`config.mk`:
```
export PLATFORM = sky130hd
export DESIGN_NAME = ldc_ctrl
export DESIGN_NICKNAME = d
export VERILOG_FILES = /design/src/hw/ldc_pkg.sv /design/src/hw/ldc_ctrl.sv
export SDC_FILE = /design/constraint.sdc
export NUM_CORES = 1
export LEC_CHECK = 0
export BUFFER_PORTS_ARGS = -buffer_cell sky130_fd_sc_hd__buf_2
export CAP_MARGIN = 40
export CORE_AREA = 3 3 75 77
export CTS_BUF_LIST = sky130_fd_sc_hd__clkbuf_4
export DETAILED_ROUTE_END_ITERATION = 8
export DIE_AREA = 0 0 78 80
export PLACE_DENSITY = 0.81
export SYNTH_ARGS = -nofsm -noshare
export SYNTH_HDL_FRONTEND = slang
export SYNTH_SLANG_ARGS = --single-unit
```
`constraint.sdc`:
```
create_clock -name clk_i -period 1.6 [get_ports clk_i]
set_clock_uncertainty 0.2 [all_clocks]
set_input_delay 0.32 -clock clk_i [delete_from_list [all_inputs] [get_ports clk_i]]
set_output_delay 0.32 -clock clk_i [all_outputs]
set_load 0.01 [all_outputs]
```
`src/hw/ldc_pkg.sv`:
```
// Package: constants and carrier types for the dimming and calibration control block
package ldc_pkg;

  localparam int unsigned CLK_PERIOD_NS    = 40;
  localparam int unsigned CLK_FREQ_KHZ     = 25000;

  // Non-overlap delays in ns
  localparam int unsigned LS_HS_DLY_MIN_NS = 15;
  localparam int unsigned LS_HS_DLY_TYP_NS = 30;
  localparam int unsigned LS_HS_DLY_MAX_NS = 40;
  localparam int unsigned HS_LS_DLY_MIN_NS = 35;
  localparam int unsigned HS_LS_DLY_TYP_NS = 60;
  localparam int unsigned HS_LS_DLY_MAX_NS = 75;
  // Least times round up, never below one cycle
  localparam int unsigned LS_HS_DLY_CYC    =
    ((LS_HS_DLY_MIN_NS + CLK_PERIOD_NS - 1) / CLK_PERIOD_NS) < 1 ? 1 :
    ((LS_HS_DLY_MIN_NS + CLK_PERIOD_NS - 1) / CLK_PERIOD_NS);
  localparam int unsigned HS_LS_DLY_CYC    =
    ((HS_LS_DLY_MIN_NS + CLK_PERIOD_NS - 1) / CLK_PERIOD_NS) < 1 ? 1 :
    ((HS_LS_DLY_MIN_NS + CLK_PERIOD_NS - 1) / CLK_PERIOD_NS);

  // Calibration run time in us
  localparam int unsigned CAL_TIME_US      = 200;
  localparam int unsigned CAL_TIME_CYC     = CAL_TIME_US * CLK_FREQ_KHZ / 1000;

  localparam int unsigned DIM_W            = 8;
  localparam int unsigned CAL_W            = 8;
  localparam logic [7:0]  DIM_TEN_PCT      = 8'h18;
  localparam logic [7:0]  DIM_RST          = 8'hff;
  localparam logic [7:0]  CAL_RST          = 8'h00;
  localparam logic [1:0]  MODE_NONE        = 2'h0;
  localparam logic [1:0]  MODE_RST         = 2'h0;

  typedef enum logic [1:0] {
    LDC_CAL_IDLE,
    LDC_CAL_RUN
  } ldc_cal_st_t;

  typedef enum logic [1:0] {
    LDC_GD_LOW,
    LDC_GD_L2H,
    LDC_GD_HIGH,
    LDC_GD_H2L
  } ldc_gd_st_t;

  typedef struct packed {
    logic high_side;
    logic low_side;
  } ldc_gate_t;

  typedef struct packed {
    ldc_cal_st_t             cal_st;
    logic [12:0]             cal_cnt;
    logic                    cal_done;
    logic [CAL_W-1:0]        cal_result;
    logic [CAL_W-1:0]        cal_eff;
    logic [DIM_W-1:0]        dim_level;
    logic                    lh;
    logic [1:0]              mode_fb;
    ldc_gd_st_t              gd_st;
    logic [2:0]              gd_cnt;
    ldc_gate_t               gate;
    logic                    drv_en;
  } ldc_state_t;

endpackage

```
`src/hw/ldc_ctrl.sv`:
```
// Dimming, limp-home, calibration and gate non-overlap control
//
// Function
// Dimming pulse input high enables main switch gate drivers, low disables them.
// While pulse input low, mode feedback holds last high-phase mode, never none; code reads none (MODE_RST) from reset until a first real mode.
// Host should not hold pulse input low long to suspend current.
// Host stops safely via idle bit or enable undervoltage input low.
// Outside limp-home, load current scales with the 8-bit analog dim value.
// Dim value 24 is ten percent; calibrated accuracy within ten percent.
// Limp-home input high puts the device into limp-home state.
// Switching needs both pulse input and enable input high, even in limp-home.
// In limp-home the dim level comes from the setpoint pin.
// Outside limp-home the setpoint pin is ignored.
// Host zeroes output current during calibration: pulse low, load disconnected.
// Host then promptly sets the calibration enable bit.
// Host then promptly sets calibration start to launch the routine.
// Device sets calibration done about 200 us after start.
// After calibration the correction is applied automatically.
// Enable high: circuitry uses routine result; value field reads that result.
// Enable low: host value used and read back; start requests inhibited.
// Host should recalibrate whenever pulse input stays low long enough.
// Low-side off to high-side on waits 15 to 40 ns.
// High-side off to low-side on waits 35 to 75 ns.
// Accepted calibration start clears the done flag.
`timescale 1ns/100ps

module ldc_ctrl
  import ldc_pkg::*;
#(
  parameter int unsigned CAL_CYCLES = CAL_TIME_CYC
) (
  input  wire logic             clk_i,
  input  wire logic             resetn_i,
  input  wire logic             dimming_pulse_input_i,
  input  wire logic             enable_undervoltage_input_i,
  input  wire logic             idle_i,
  input  wire logic             limp_home_input_i,
  input  wire logic [DIM_W-1:0] analog_dim_value_i,
  input  wire logic [DIM_W-1:0] setpoint_level_i,
  input  wire logic             calibration_enable_i,
  input  wire logic             calibration_start_i,
  input  wire logic [CAL_W-1:0] calibration_value_wr_i,
  input  wire logic [CAL_W-1:0] cal_measure_i,
  input  wire logic [1:0]       regulation_mode_i,
  input  wire logic             pwm_hs_req_i,
  output logic                  calibration_done_o,
  output logic                  cal_busy_o,
  output logic [CAL_W-1:0]      calibration_value_o,
  output logic [CAL_W-1:0]      cal_trim_o,
  output logic [DIM_W-1:0]      dim_level_o,
  output logic                  limp_home_o,
  output logic [1:0]            regulation_mode_feedback_o,
  output logic                  drivers_enabled_o,
  output logic                  high_side_gate_drive_o,
  output logic                  low_side_gate_drive_o
);

  ldc_state_t s_q;
  ldc_state_t s_d;
  logic       run_ok;
  logic       want_hs;

  ////////////////////////////////////////////////////////////////////////////

  always_comb begin
    s_d = s_q;
    // Idle bit also stops switching so the host has a safe stop path
    run_ok = dimming_pulse_input_i && enable_undervoltage_input_i && !idle_i;
    want_hs = run_ok && pwm_hs_req_i;

    s_d.drv_en = run_ok;
    s_d.lh = limp_home_input_i;
    if (limp_home_input_i) begin
      s_d.dim_level = setpoint_level_i;
    end else begin
      s_d.dim_level = analog_dim_value_i;
    end

    // Keep the last real mode across low phases
    if (dimming_pulse_input_i && regulation_mode_i != MODE_NONE) begin
      s_d.mode_fb = regulation_mode_i;
    end

    // Calibration routine
    unique case (s_q.cal_st)
      LDC_CAL_IDLE: begin
        if (calibration_start_i && calibration_enable_i) begin
          s_d.cal_st = LDC_CAL_RUN;
          s_d.cal_cnt = '0;
          s_d.cal_done = 1'b0;
        end
      end
      LDC_CAL_RUN: begin
        if (!calibration_enable_i) begin
          s_d.cal_st = LDC_CAL_IDLE;
        end else if (s_q.cal_cnt == 13'(CAL_CYCLES - 1)) begin
          s_d.cal_st = LDC_CAL_IDLE;
          s_d.cal_done = 1'b1;
          s_d.cal_result = cal_measure_i;
        end else begin
          s_d.cal_cnt = s_q.cal_cnt + 13'h0001;
        end
      end
      default: s_d.cal_st = LDC_CAL_IDLE;
    endcase

    if (calibration_enable_i) begin
      s_d.cal_eff = s_d.cal_result;
    end else begin
      s_d.cal_eff = calibration_value_wr_i;
    end

    // Gate non-overlap sequencer; neither side is on during a gap
    unique case (s_q.gd_st)
      LDC_GD_LOW: begin
        if (want_hs) begin
          s_d.gd_st = LDC_GD_L2H;
          s_d.gd_cnt = '0;
          s_d.gate = '0;
        end else begin
          s_d.gate = '{high_side: 1'b0, low_side: run_ok};
        end
      end
      LDC_GD_L2H: begin
        if (!want_hs) begin
          s_d.gd_st = LDC_GD_LOW;
        end else if (s_q.gd_cnt == 3'(LS_HS_DLY_CYC - 1)) begin
          s_d.gd_st = LDC_GD_HIGH;
          s_d.gate = '{high_side: 1'b1, low_side: 1'b0};
        end else begin
          s_d.gd_cnt = s_q.gd_cnt + 3'h1;
        end
      end
      LDC_GD_HIGH: begin
        if (!want_hs) begin
          s_d.gd_st = LDC_GD_H2L;
          s_d.gd_cnt = '0;
          s_d.gate = '0;
        end
      end
      LDC_GD_H2L: begin
        if (s_q.gd_cnt == 3'(HS_LS_DLY_CYC - 1)) begin
          s_d.gd_st = LDC_GD_LOW;
          s_d.gate = '{high_side: 1'b0, low_side: run_ok};
        end else begin
          s_d.gd_cnt = s_q.gd_cnt + 3'h1;
        end
      end
    endcase
  end

  ////////////////////////////////////////////////////////////////////////////

  always_ff @(posedge clk_i) begin
    if (!resetn_i) begin
      s_q.cal_st     <= LDC_CAL_IDLE;
      s_q.cal_cnt    <= '0;
      s_q.cal_done   <= 1'b0;
      s_q.cal_result <= CAL_RST;
      s_q.cal_eff    <= CAL_RST;
      s_q.dim_level  <= DIM_RST;
      s_q.lh         <= 1'b0;
      s_q.mode_fb    <= MODE_RST;
      s_q.gd_st      <= LDC_GD_LOW;
      s_q.gd_cnt     <= '0;
      s_q.gate       <= '0;
      s_q.drv_en     <= 1'b0;
    end else begin
      s_q <= s_d;
    end
  end

  ////////////////////////////////////////////////////////////////////////////

  assign calibration_done_o         = s_q.cal_done;
  assign cal_busy_o                 = (s_q.cal_st == LDC_CAL_RUN);
  assign calibration_value_o        = s_q.cal_eff;
  assign cal_trim_o                 = s_q.cal_eff;
  assign dim_level_o                = s_q.dim_level;
  assign limp_home_o                = s_q.lh;
  assign regulation_mode_feedback_o = s_q.mode_fb;
  assign drivers_enabled_o          = s_q.drv_en;
  assign high_side_gate_drive_o     = s_q.gate.high_side;
  assign low_side_gate_drive_o      = s_q.gate.low_side;

endmodule

```
==> implementation parameters, run 1 <==
Parameter                              Value

Global routing
  Number of global-route vias before repair    roughly 2200
  Total global routing track utilization    approximately 19%
  Remaining global-route overflow    0
  First-pass GRT wire length    between 9000 and 10000 um
  Pin count of the biggest net entering global routing    between 40 and 50
  Number of antenna violations at the first check in global routing    0

Logic synthesis
  Synth top area share    a little over two fifths
  Top cell types by occurrence after synthesis    50 x dfxtp_1, 30 x nand2_1, 27 x buf_4
  Number of synthesized flops with an enable pin    0
  Fraction of the mapped netlist area in compound gates    between 10 and 15%
  Multiplexer share of the synthesized area    under 10%
  Yosys cell types    45
  Count of yosys warnings during synthesis    0
  Fraction of registers with async set/reset    0%
  Top cells by area in the synthesized netlist    dfxtp_1 42%, buf_4 8.4%, mux2i_1 6.7%
  Main flop type after synthesis    dfxtp_1
  Net count after synthesis    between 300 and 400
  Share of synthesized area occupied by flip-flops and latches    a little over two fifths
  Syn avg cell area    9.16 sq um
  Share of synthesized cell area in full adder, half adder and majority cells    under 10%
  Combinational family with the most area after synthesis    simple AND/OR/NAND/NOR gates
  Summed instance area of the synthesized netlist    approximately 2400 sq um
  Leading cell type by number of instances after synthesis    dfxtp_1
  Count of state elements after synthesis    50
  Yosys top cell by area    dfxtp_1
  Instance count of the mapped netlist    ~260
  Xor/xnor share of the synthesized area    3.28%
  Synth Area in Simple Gates    21.8%

Timing
  Min cycle time layout    roughly 1.8 ns
  Min setup slack post-route    -0.166 ns
  Final Hold Vio Count    0
  Unrepaired setup endpoints after global routing    true
  Maximum clock frequency    about 570 MHz
  Fin. max-slew vios    0
  Transition at the pin with the smallest max-transition slack    between 0.4 and 0.5 ns
  Count of endpoints failing setup in the final report    19
  Setup TNS    -1.07 ns
  Max transition margin    a little under three quarters
  Final worst path period share    110%

Die
  Die Outline Area    6240 sq um
  Chip width    78 um
  FP Rows    26
  Die outline height    ~80 um
  Number of top-level pins    75
  Core ar.    ~5000 sq um
  Initial Util    47.3%

Critical path
  Nature of the critical path endpoint    register
  Class of the most critical setup path    register to register
  Critical Path Start Type    register
  Maximum net fanout on the critical path    8
  Critical path required time    about 1.7 ns
  Arrival time worst endpoint    1.85 ns

Status
  Status    complete, but fails checks
  Violations in the final reports    negative setup slack

Placement
  Placer Congestion    0.820
  Final HPWL DP    around 3700 um
  PortBufs    74
  Setup slack at placement    -0.0652 ns

Pwr
  Sequential fraction of design power    58.5%
  Static leakage    0.00159 uW
  Switching pwr    between 500 and 600 uW
  Cell Int Power    1610 uW
  Peak ir drop on the vdd network    between 0.3 and 0.4 mV
  Clock network power share    approximately 27%
  PD cells    around 620 nW/um^2
  Fraction of power spent switching nets    about 27%
  Final total power    around 2200 uW
  Share of total power in combinational logic    14.6%

Job
  MaxCap Viol Count    0

Drt
  Routed WL    7160 um
  Via count    roughly 2300
  Iteration count of the initial detailed-routing pass    4
  Post-DR vias/cell    ~5.2
  Number of remaining DRC errors    0
  Routed wire length per instance    16.0 um
  Violation count after the first detailed-routing iteration    ~150
  Remaining antenna violation count    0

Clock tree
  Clock tree from TritonCTS    done
  Maximum buffer depth of the clock tree    2
  Clock sink count    50
  Cts bufs inserted    5
  H-Tree Level Count    2
  Insertion delay of the later-clocked pin in the worst-skew pair    0.38 ns
  Clk Tree Root Cell    clkbuf_4
  Clk pin slew, worst setup/hold paths    ~0.15 ns

Cells and area
  Net count reported at finish    ~420
  Synthesis-to-finish area growth    47.4%
  Layout cell share with drive strength beyond 1    around half
  Number of antenna diodes    0

Min path
  Class of the worst hold path    input pin to register
==> what timing repair did <==
action / in CTS / in global routing
setup buffers: 7 / 5
hold buffers: 25 / 2
setup endpoints to repair: 27 / 33
pin swaps: 6 / 19
gates cloned: 0 / 2
endpoints found under the hold margin: 17 / 2
resized for setup: 13 / 26
==> metrics by stage <==
step           hold WS (ns)  util [%]  area (sq um)  std cells
2_1_floorplan         0.237         -          2440        262
3_3_place_gp          0.240      57.0          2890        398
3_5_place_dp          0.257      57.0          2890        398
4_1_cts            0.000858      65.2          3310        438
5_1_grt              0.0113      69.7          3540        447
6_report             0.0214      69.7          3540        447
==> path summary, 6_finish.rpt <==
check | startpoint | to | slack [ns] | cells after the start
worst max register to register | s_q[41]$_SDFFE_PN0P_ | cal_trim_o[5]$_SDFF_PN0_ | -0.17 | 5
worst min-delay path | calibration_value_wr_i[1] | cal_trim_o[1]$_SDFF_PN0_ | 0.02 | 3
worst min register to register | s_q[27]$_SDFF_PN0_ | s_q[27]$_SDFF_PN0_ | 0.27 | 2
worst max-delay path | s_q[41]$_SDFFE_PN0P_ | cal_trim_o[5]$_SDFF_PN0_ | -0.17 | 5
==> per-layer routing <==
layer / global-route usage, % / routed length (um)
met5: 0 / 0
met4: 8.39 / 147
met3: 2.48 / 268
met2: 36.8 / 3990
met1: 21.7 / 2760
==> power by group through the flow <==
| stage | clock [uW] | sequential, uW | combinational [uW] |
|---|---|---|---|
| floorplan | 0 | 1320 | 164 |
| global placement | 0 | 1320 | 244 |
| detailed placement | 0 | 1320 | 248 |
| CTS | 592 | 1290 | 297 |
| global route | 648 | 1290 | 344 |
| finish | 593 | 1290 | 322 |
==> critical path, cell delays in order, from the launching register on <==
cell     delay (ns)
dfxtp_2        0.37
nor4b_4        0.27
buf_4          0.18
nand4_4        0.21
mux2i_1        0.32
a21oi_1        0.12
==> final cells by class <==
class                   count  area (sq um)
repair buffers            144          1040
fillers                   366          1540
clock inverters             3          21.3
multi-input cells         170          1310
clock buffers               5          37.5
well taps                  70          87.6
inverters                   5          18.8
flip-flops and latches     50          1020
==> sequential cells by signal, summed over array words and instances (netlist names), named ones only <==
signal and cells:
high_side_gate_drive_o 1, cal_trim_o 8, regulation_mode_feedback_o 2, dim_level_o 8, drivers_enabled_o 1, low_side_gate_drive_o 1, calibration_done_o 1, limp_home_o 1
s_q 26
==> cell families after synthesis <==
| kind of cell | Yosys count |
|---|---|
| multiplexers | 17 |
| buffers and inverters | 42 |
| XOR/XNOR | 9 |
| adder cells (fa/ha/maj) | 3 |
| flip-flops | 50 |
| AO/OA/AOI/OAI | 51 |
| AND/OR/NAND/NOR | 90 |
==> cells in the final DEF, fill, tap and decap left out, drive strengths merged, types with 2 or more instances in the layout <==
| cell | instances |
|---|---|
| a21oi | 19 |
| a31oi | 2 |
| and2 | 3 |
| buf | 115 |
| clkbuf | 7 |
| clkinv | 3 |
| dfxtp | 50 |
| dlygate4sd3 | 27 |
| ha | 3 |
| inv | 4 |
| mux2i | 16 |
| nand2 | 30 |
| nand3 | 15 |
| nand4 | 7 |
| nor2 | 14 |
| nor3 | 2 |
| nor4 | 4 |
| nor4b | 3 |
| o21ai | 22 |
| or3 | 3 |
| xnor2 | 9 |
Power figures use the tool's default switching activity.
==> run 2: changes to the inputs <==
Settings changed: MAX_ROUTING_LAYER set to met4, SKIP_CTS_REPAIR_TIMING set to 1.
==> implementation parameters, run 2 (synthesized netlist as in run 1, its figures left out) <==
Parameter                              Value

Status
  Status    complete, but fails checks
  Violations in the final reports    negative hold slack, negative setup slack

Global routing
  Remaining global-route overflow    0 (unchanged)
  Total global routing track utilization    16.2% (-3.3 points)
  Number of global-route vias before repair    1817 (-16%)
  First-pass GRT wire length    8050 um (-18%)
  Number of antenna violations at the first check in global routing    0 (unchanged)
  Pin count of the biggest net entering global routing    43 (unchanged)

Cells and area
  Number of antenna diodes    0 (unchanged)
  Max reg flops    26 (unchanged)
  Top reg by flops    s_q
  Post-layout utilization of the core    68.5% (-1.2 points)
  Layout cell share with drive strength beyond 1    46.4% (-1.9 points)
  Most frequent standard cell in the layout excluding fill and tap cells    buf_2
  Leading cell types in the layout, fill and taps excluded    74 x buf_2, 38 x dfxtp_1, 31 x buf_4, 29 x nand2_1, 26 x dlygate4sd3_1
  Synthesis-to-finish area growth    44.8%
  Net count reported at finish    416 (-1.4%)

Critical path
  Biggest cell delay along the critical path    0.37 ns (about the same)
  Arrival time worst endpoint    1.80 ns (-0.05 ns)
  Worst R2R Setup Slack    -0.12 ns (+0.05 ns)
  Worst reg2reg path endpoint    s_q[34]$_SDFF_PN0_
  CP Cell Sequence    nor4b_4, buf_4, buf_12, nand4_4, clkbuf_16, nand3_2, o21ai_2
  Timing endpoint of the critical path    s_q[34]$_SDFF_PN0_
  Nature of the critical path endpoint    register
  Number of cells on the worst reg-to-reg path    7 (+2)
  Critical path required time    1.68 ns (about the same)
  Startpoint of the worst setup timing path    s_q[41]$_SDFFE_PN0P_
  Critical Path Start Type    register
  Maximum net fanout on the critical path    4 (-4)
  Depth of the critical timing path with buffers and inverters included    7 (+2)
  Class of the most critical setup path    register to register
  Highest-delay cell along the critical path    dfxtp_2
  Family with the most delay on the worst path    simple AND/OR/NAND/NOR gates
  RR Startpoint    s_q[41]$_SDFFE_PN0P_
  Count of buffer and inverter cells on the critical path    3 (+2)

Die
  Die Outline Area    6240 sq um (unchanged)
  Die outline height    80 um (unchanged)
  Number of top-level pins    75 (unchanged)
  FP Rows    26 (unchanged)
  Core ar.    5070 sq um (unchanged)
  Initial Util    47.3% (unchanged)
  Chip width    78 um (unchanged)

Drt
  Routed WL    6610 um (-7.8%)
  Violation count after the first detailed-routing iteration    113 (-26%)
  Number of remaining DRC errors    0 (unchanged)
  Via count    2304 (-1.6%)
  Remaining antenna violation count    0 (unchanged)
  Iteration count of the initial detailed-routing pass    7 (+3)
  Post-DR vias/cell    5.22 (-0.24%)
  Routed wire length per instance    15.0 um (-6.5%)

Pwr
  PD cells    631 nW/um^2 (+1.3%)
  Peak ir drop on the vdd network    0.316 mV (-3.4%)
  Static leakage    0.00156 uW (-2.1%)

Timing
  Hold slack final    -0.0127 ns (-0.0341 ns)
  Fin. max-slew vios    0 (unchanged)
  Maximum clock frequency    583 MHz (+2.9%)
  Final worst path period share    107% (-3.2 points)
  Transition at the pin with the smallest max-transition slack    0.365 ns (-0.0693 ns)
  Max transition margin    75.6% (+4.6 points)
  Count of endpoints failing setup in the final report    20 (+1)
  Min cycle time layout    1.72 ns (-0.0505 ns)
  Final Hold Vio Count    1 (+1)
  Unrepaired setup endpoints after global routing    true
  Min setup slack post-route    -0.116 ns (+0.0505 ns)

Clock tree
  Insertion delay of the later-clocked pin in the worst-skew pair    0.38 ns (about the same)
  Clk pin slew, worst setup/hold paths    0.16 ns (about the same)
  Maximum buffer depth of the clock tree    2 (unchanged)
  Clock sink count    50 (unchanged)
  Clk Tree Root Cell    clkbuf_4
  H-Tree Level Count    2 (unchanged)
  Cts bufs inserted    5 (unchanged)
  Clock tree from TritonCTS    done

Placement
  Final HPWL DP    3730 um (unchanged)
  Placer Congestion    0.833 (+1.5%)
  Setup slack at placement    -0.0652 ns (unchanged)
  PortBufs    74 (unchanged)

Job
  MaxCap Viol Count    0 (unchanged)

Min path
  Class of the worst hold path    input pin to register
==> run 2: cell count changes in the layout (fill, tap and decap cells not counted), sizes merged <==
cell,before,now
buf,115,110
dlygate4sd3,27,26
==> run 2: metal layers <==
metal / track usage, % / share of wire (%)
met5: - / 0
met4: 5.42 / 2.6
met3: 2.93 / 4.9
met2: 27.7 / 54
met1: 19.3 / 39
==> run 2: layout make-up <==
type / count / area (sq um)
clock buffer: 5 / 37.5
sequential: 50 / 1020
clock inverter: 3 / 21.3
fill: 389 / 1600
timing repair buffer: 138 / 996
tap: 70 / 87.6
multi-input combinational: 170 / 1290
inverter: 5 / 18.8
==> run 2: how the worst min path moves through the flow <==
| stage | start | end | slack [ns] | depth (start not counted) |
|---|---|---|---|---|
| after floorplan | s_q[33]$_SDFF_PN0_ | s_q[33]$_SDFF_PN0_ | 0.24 | 2 |
| after global placement | regulation_mode_feedback_o[1]$_SDFFE_PN0P_ | regulation_mode_feedback_o[1]$_SDFFE_PN0P_ | 0.24 | 2 |
| after detailed placement | calibration_done_o$_SDFFE_PN0P_ | calibration_done_o$_SDFFE_PN0P_ | 0.26 | 2 |
| after CTS | analog_dim_value_i[0] | dim_level_o[0]$_SDFF_PN1_ | -0.07 | 3 |
| after global routing | cal_measure_i[5] | s_q[32]$_SDFF_PN0_ | 0.001 | 3 |
| final | cal_measure_i[5] | s_q[32]$_SDFF_PN0_ | -0.01 | 3 |
==> run 2: stage by stage <==
step	instance area (sq um)	std cells	setup TNS, ns	total power (uW)
after floorplan	2440	262	-0.0538	1480
after global routing	3480	441	-3.28	2300
after detailed placement	2890	398	-0.387	1570
final	3480	441	-1.48	2190
after global placement	2890	398	-0.0762	1560
after CTS	2950	406	-1.10	2130
==> run 2: worst register-to-register path: cells and delay by family, from the launching register on <==
kind / cells / cell delay, ns
compound gates: 1 / 0.05
simple gates: 3 / 0.52
flops: 1 / 0.37
buf+inv: 3 / 0.51
==> run 2: power by group <==
part           internal, uW  total (uW)  switching [uW]
clock network           172         593             421
logic                   159         312             153
registers              1270        1290            14.2
total                  1610        2190             588
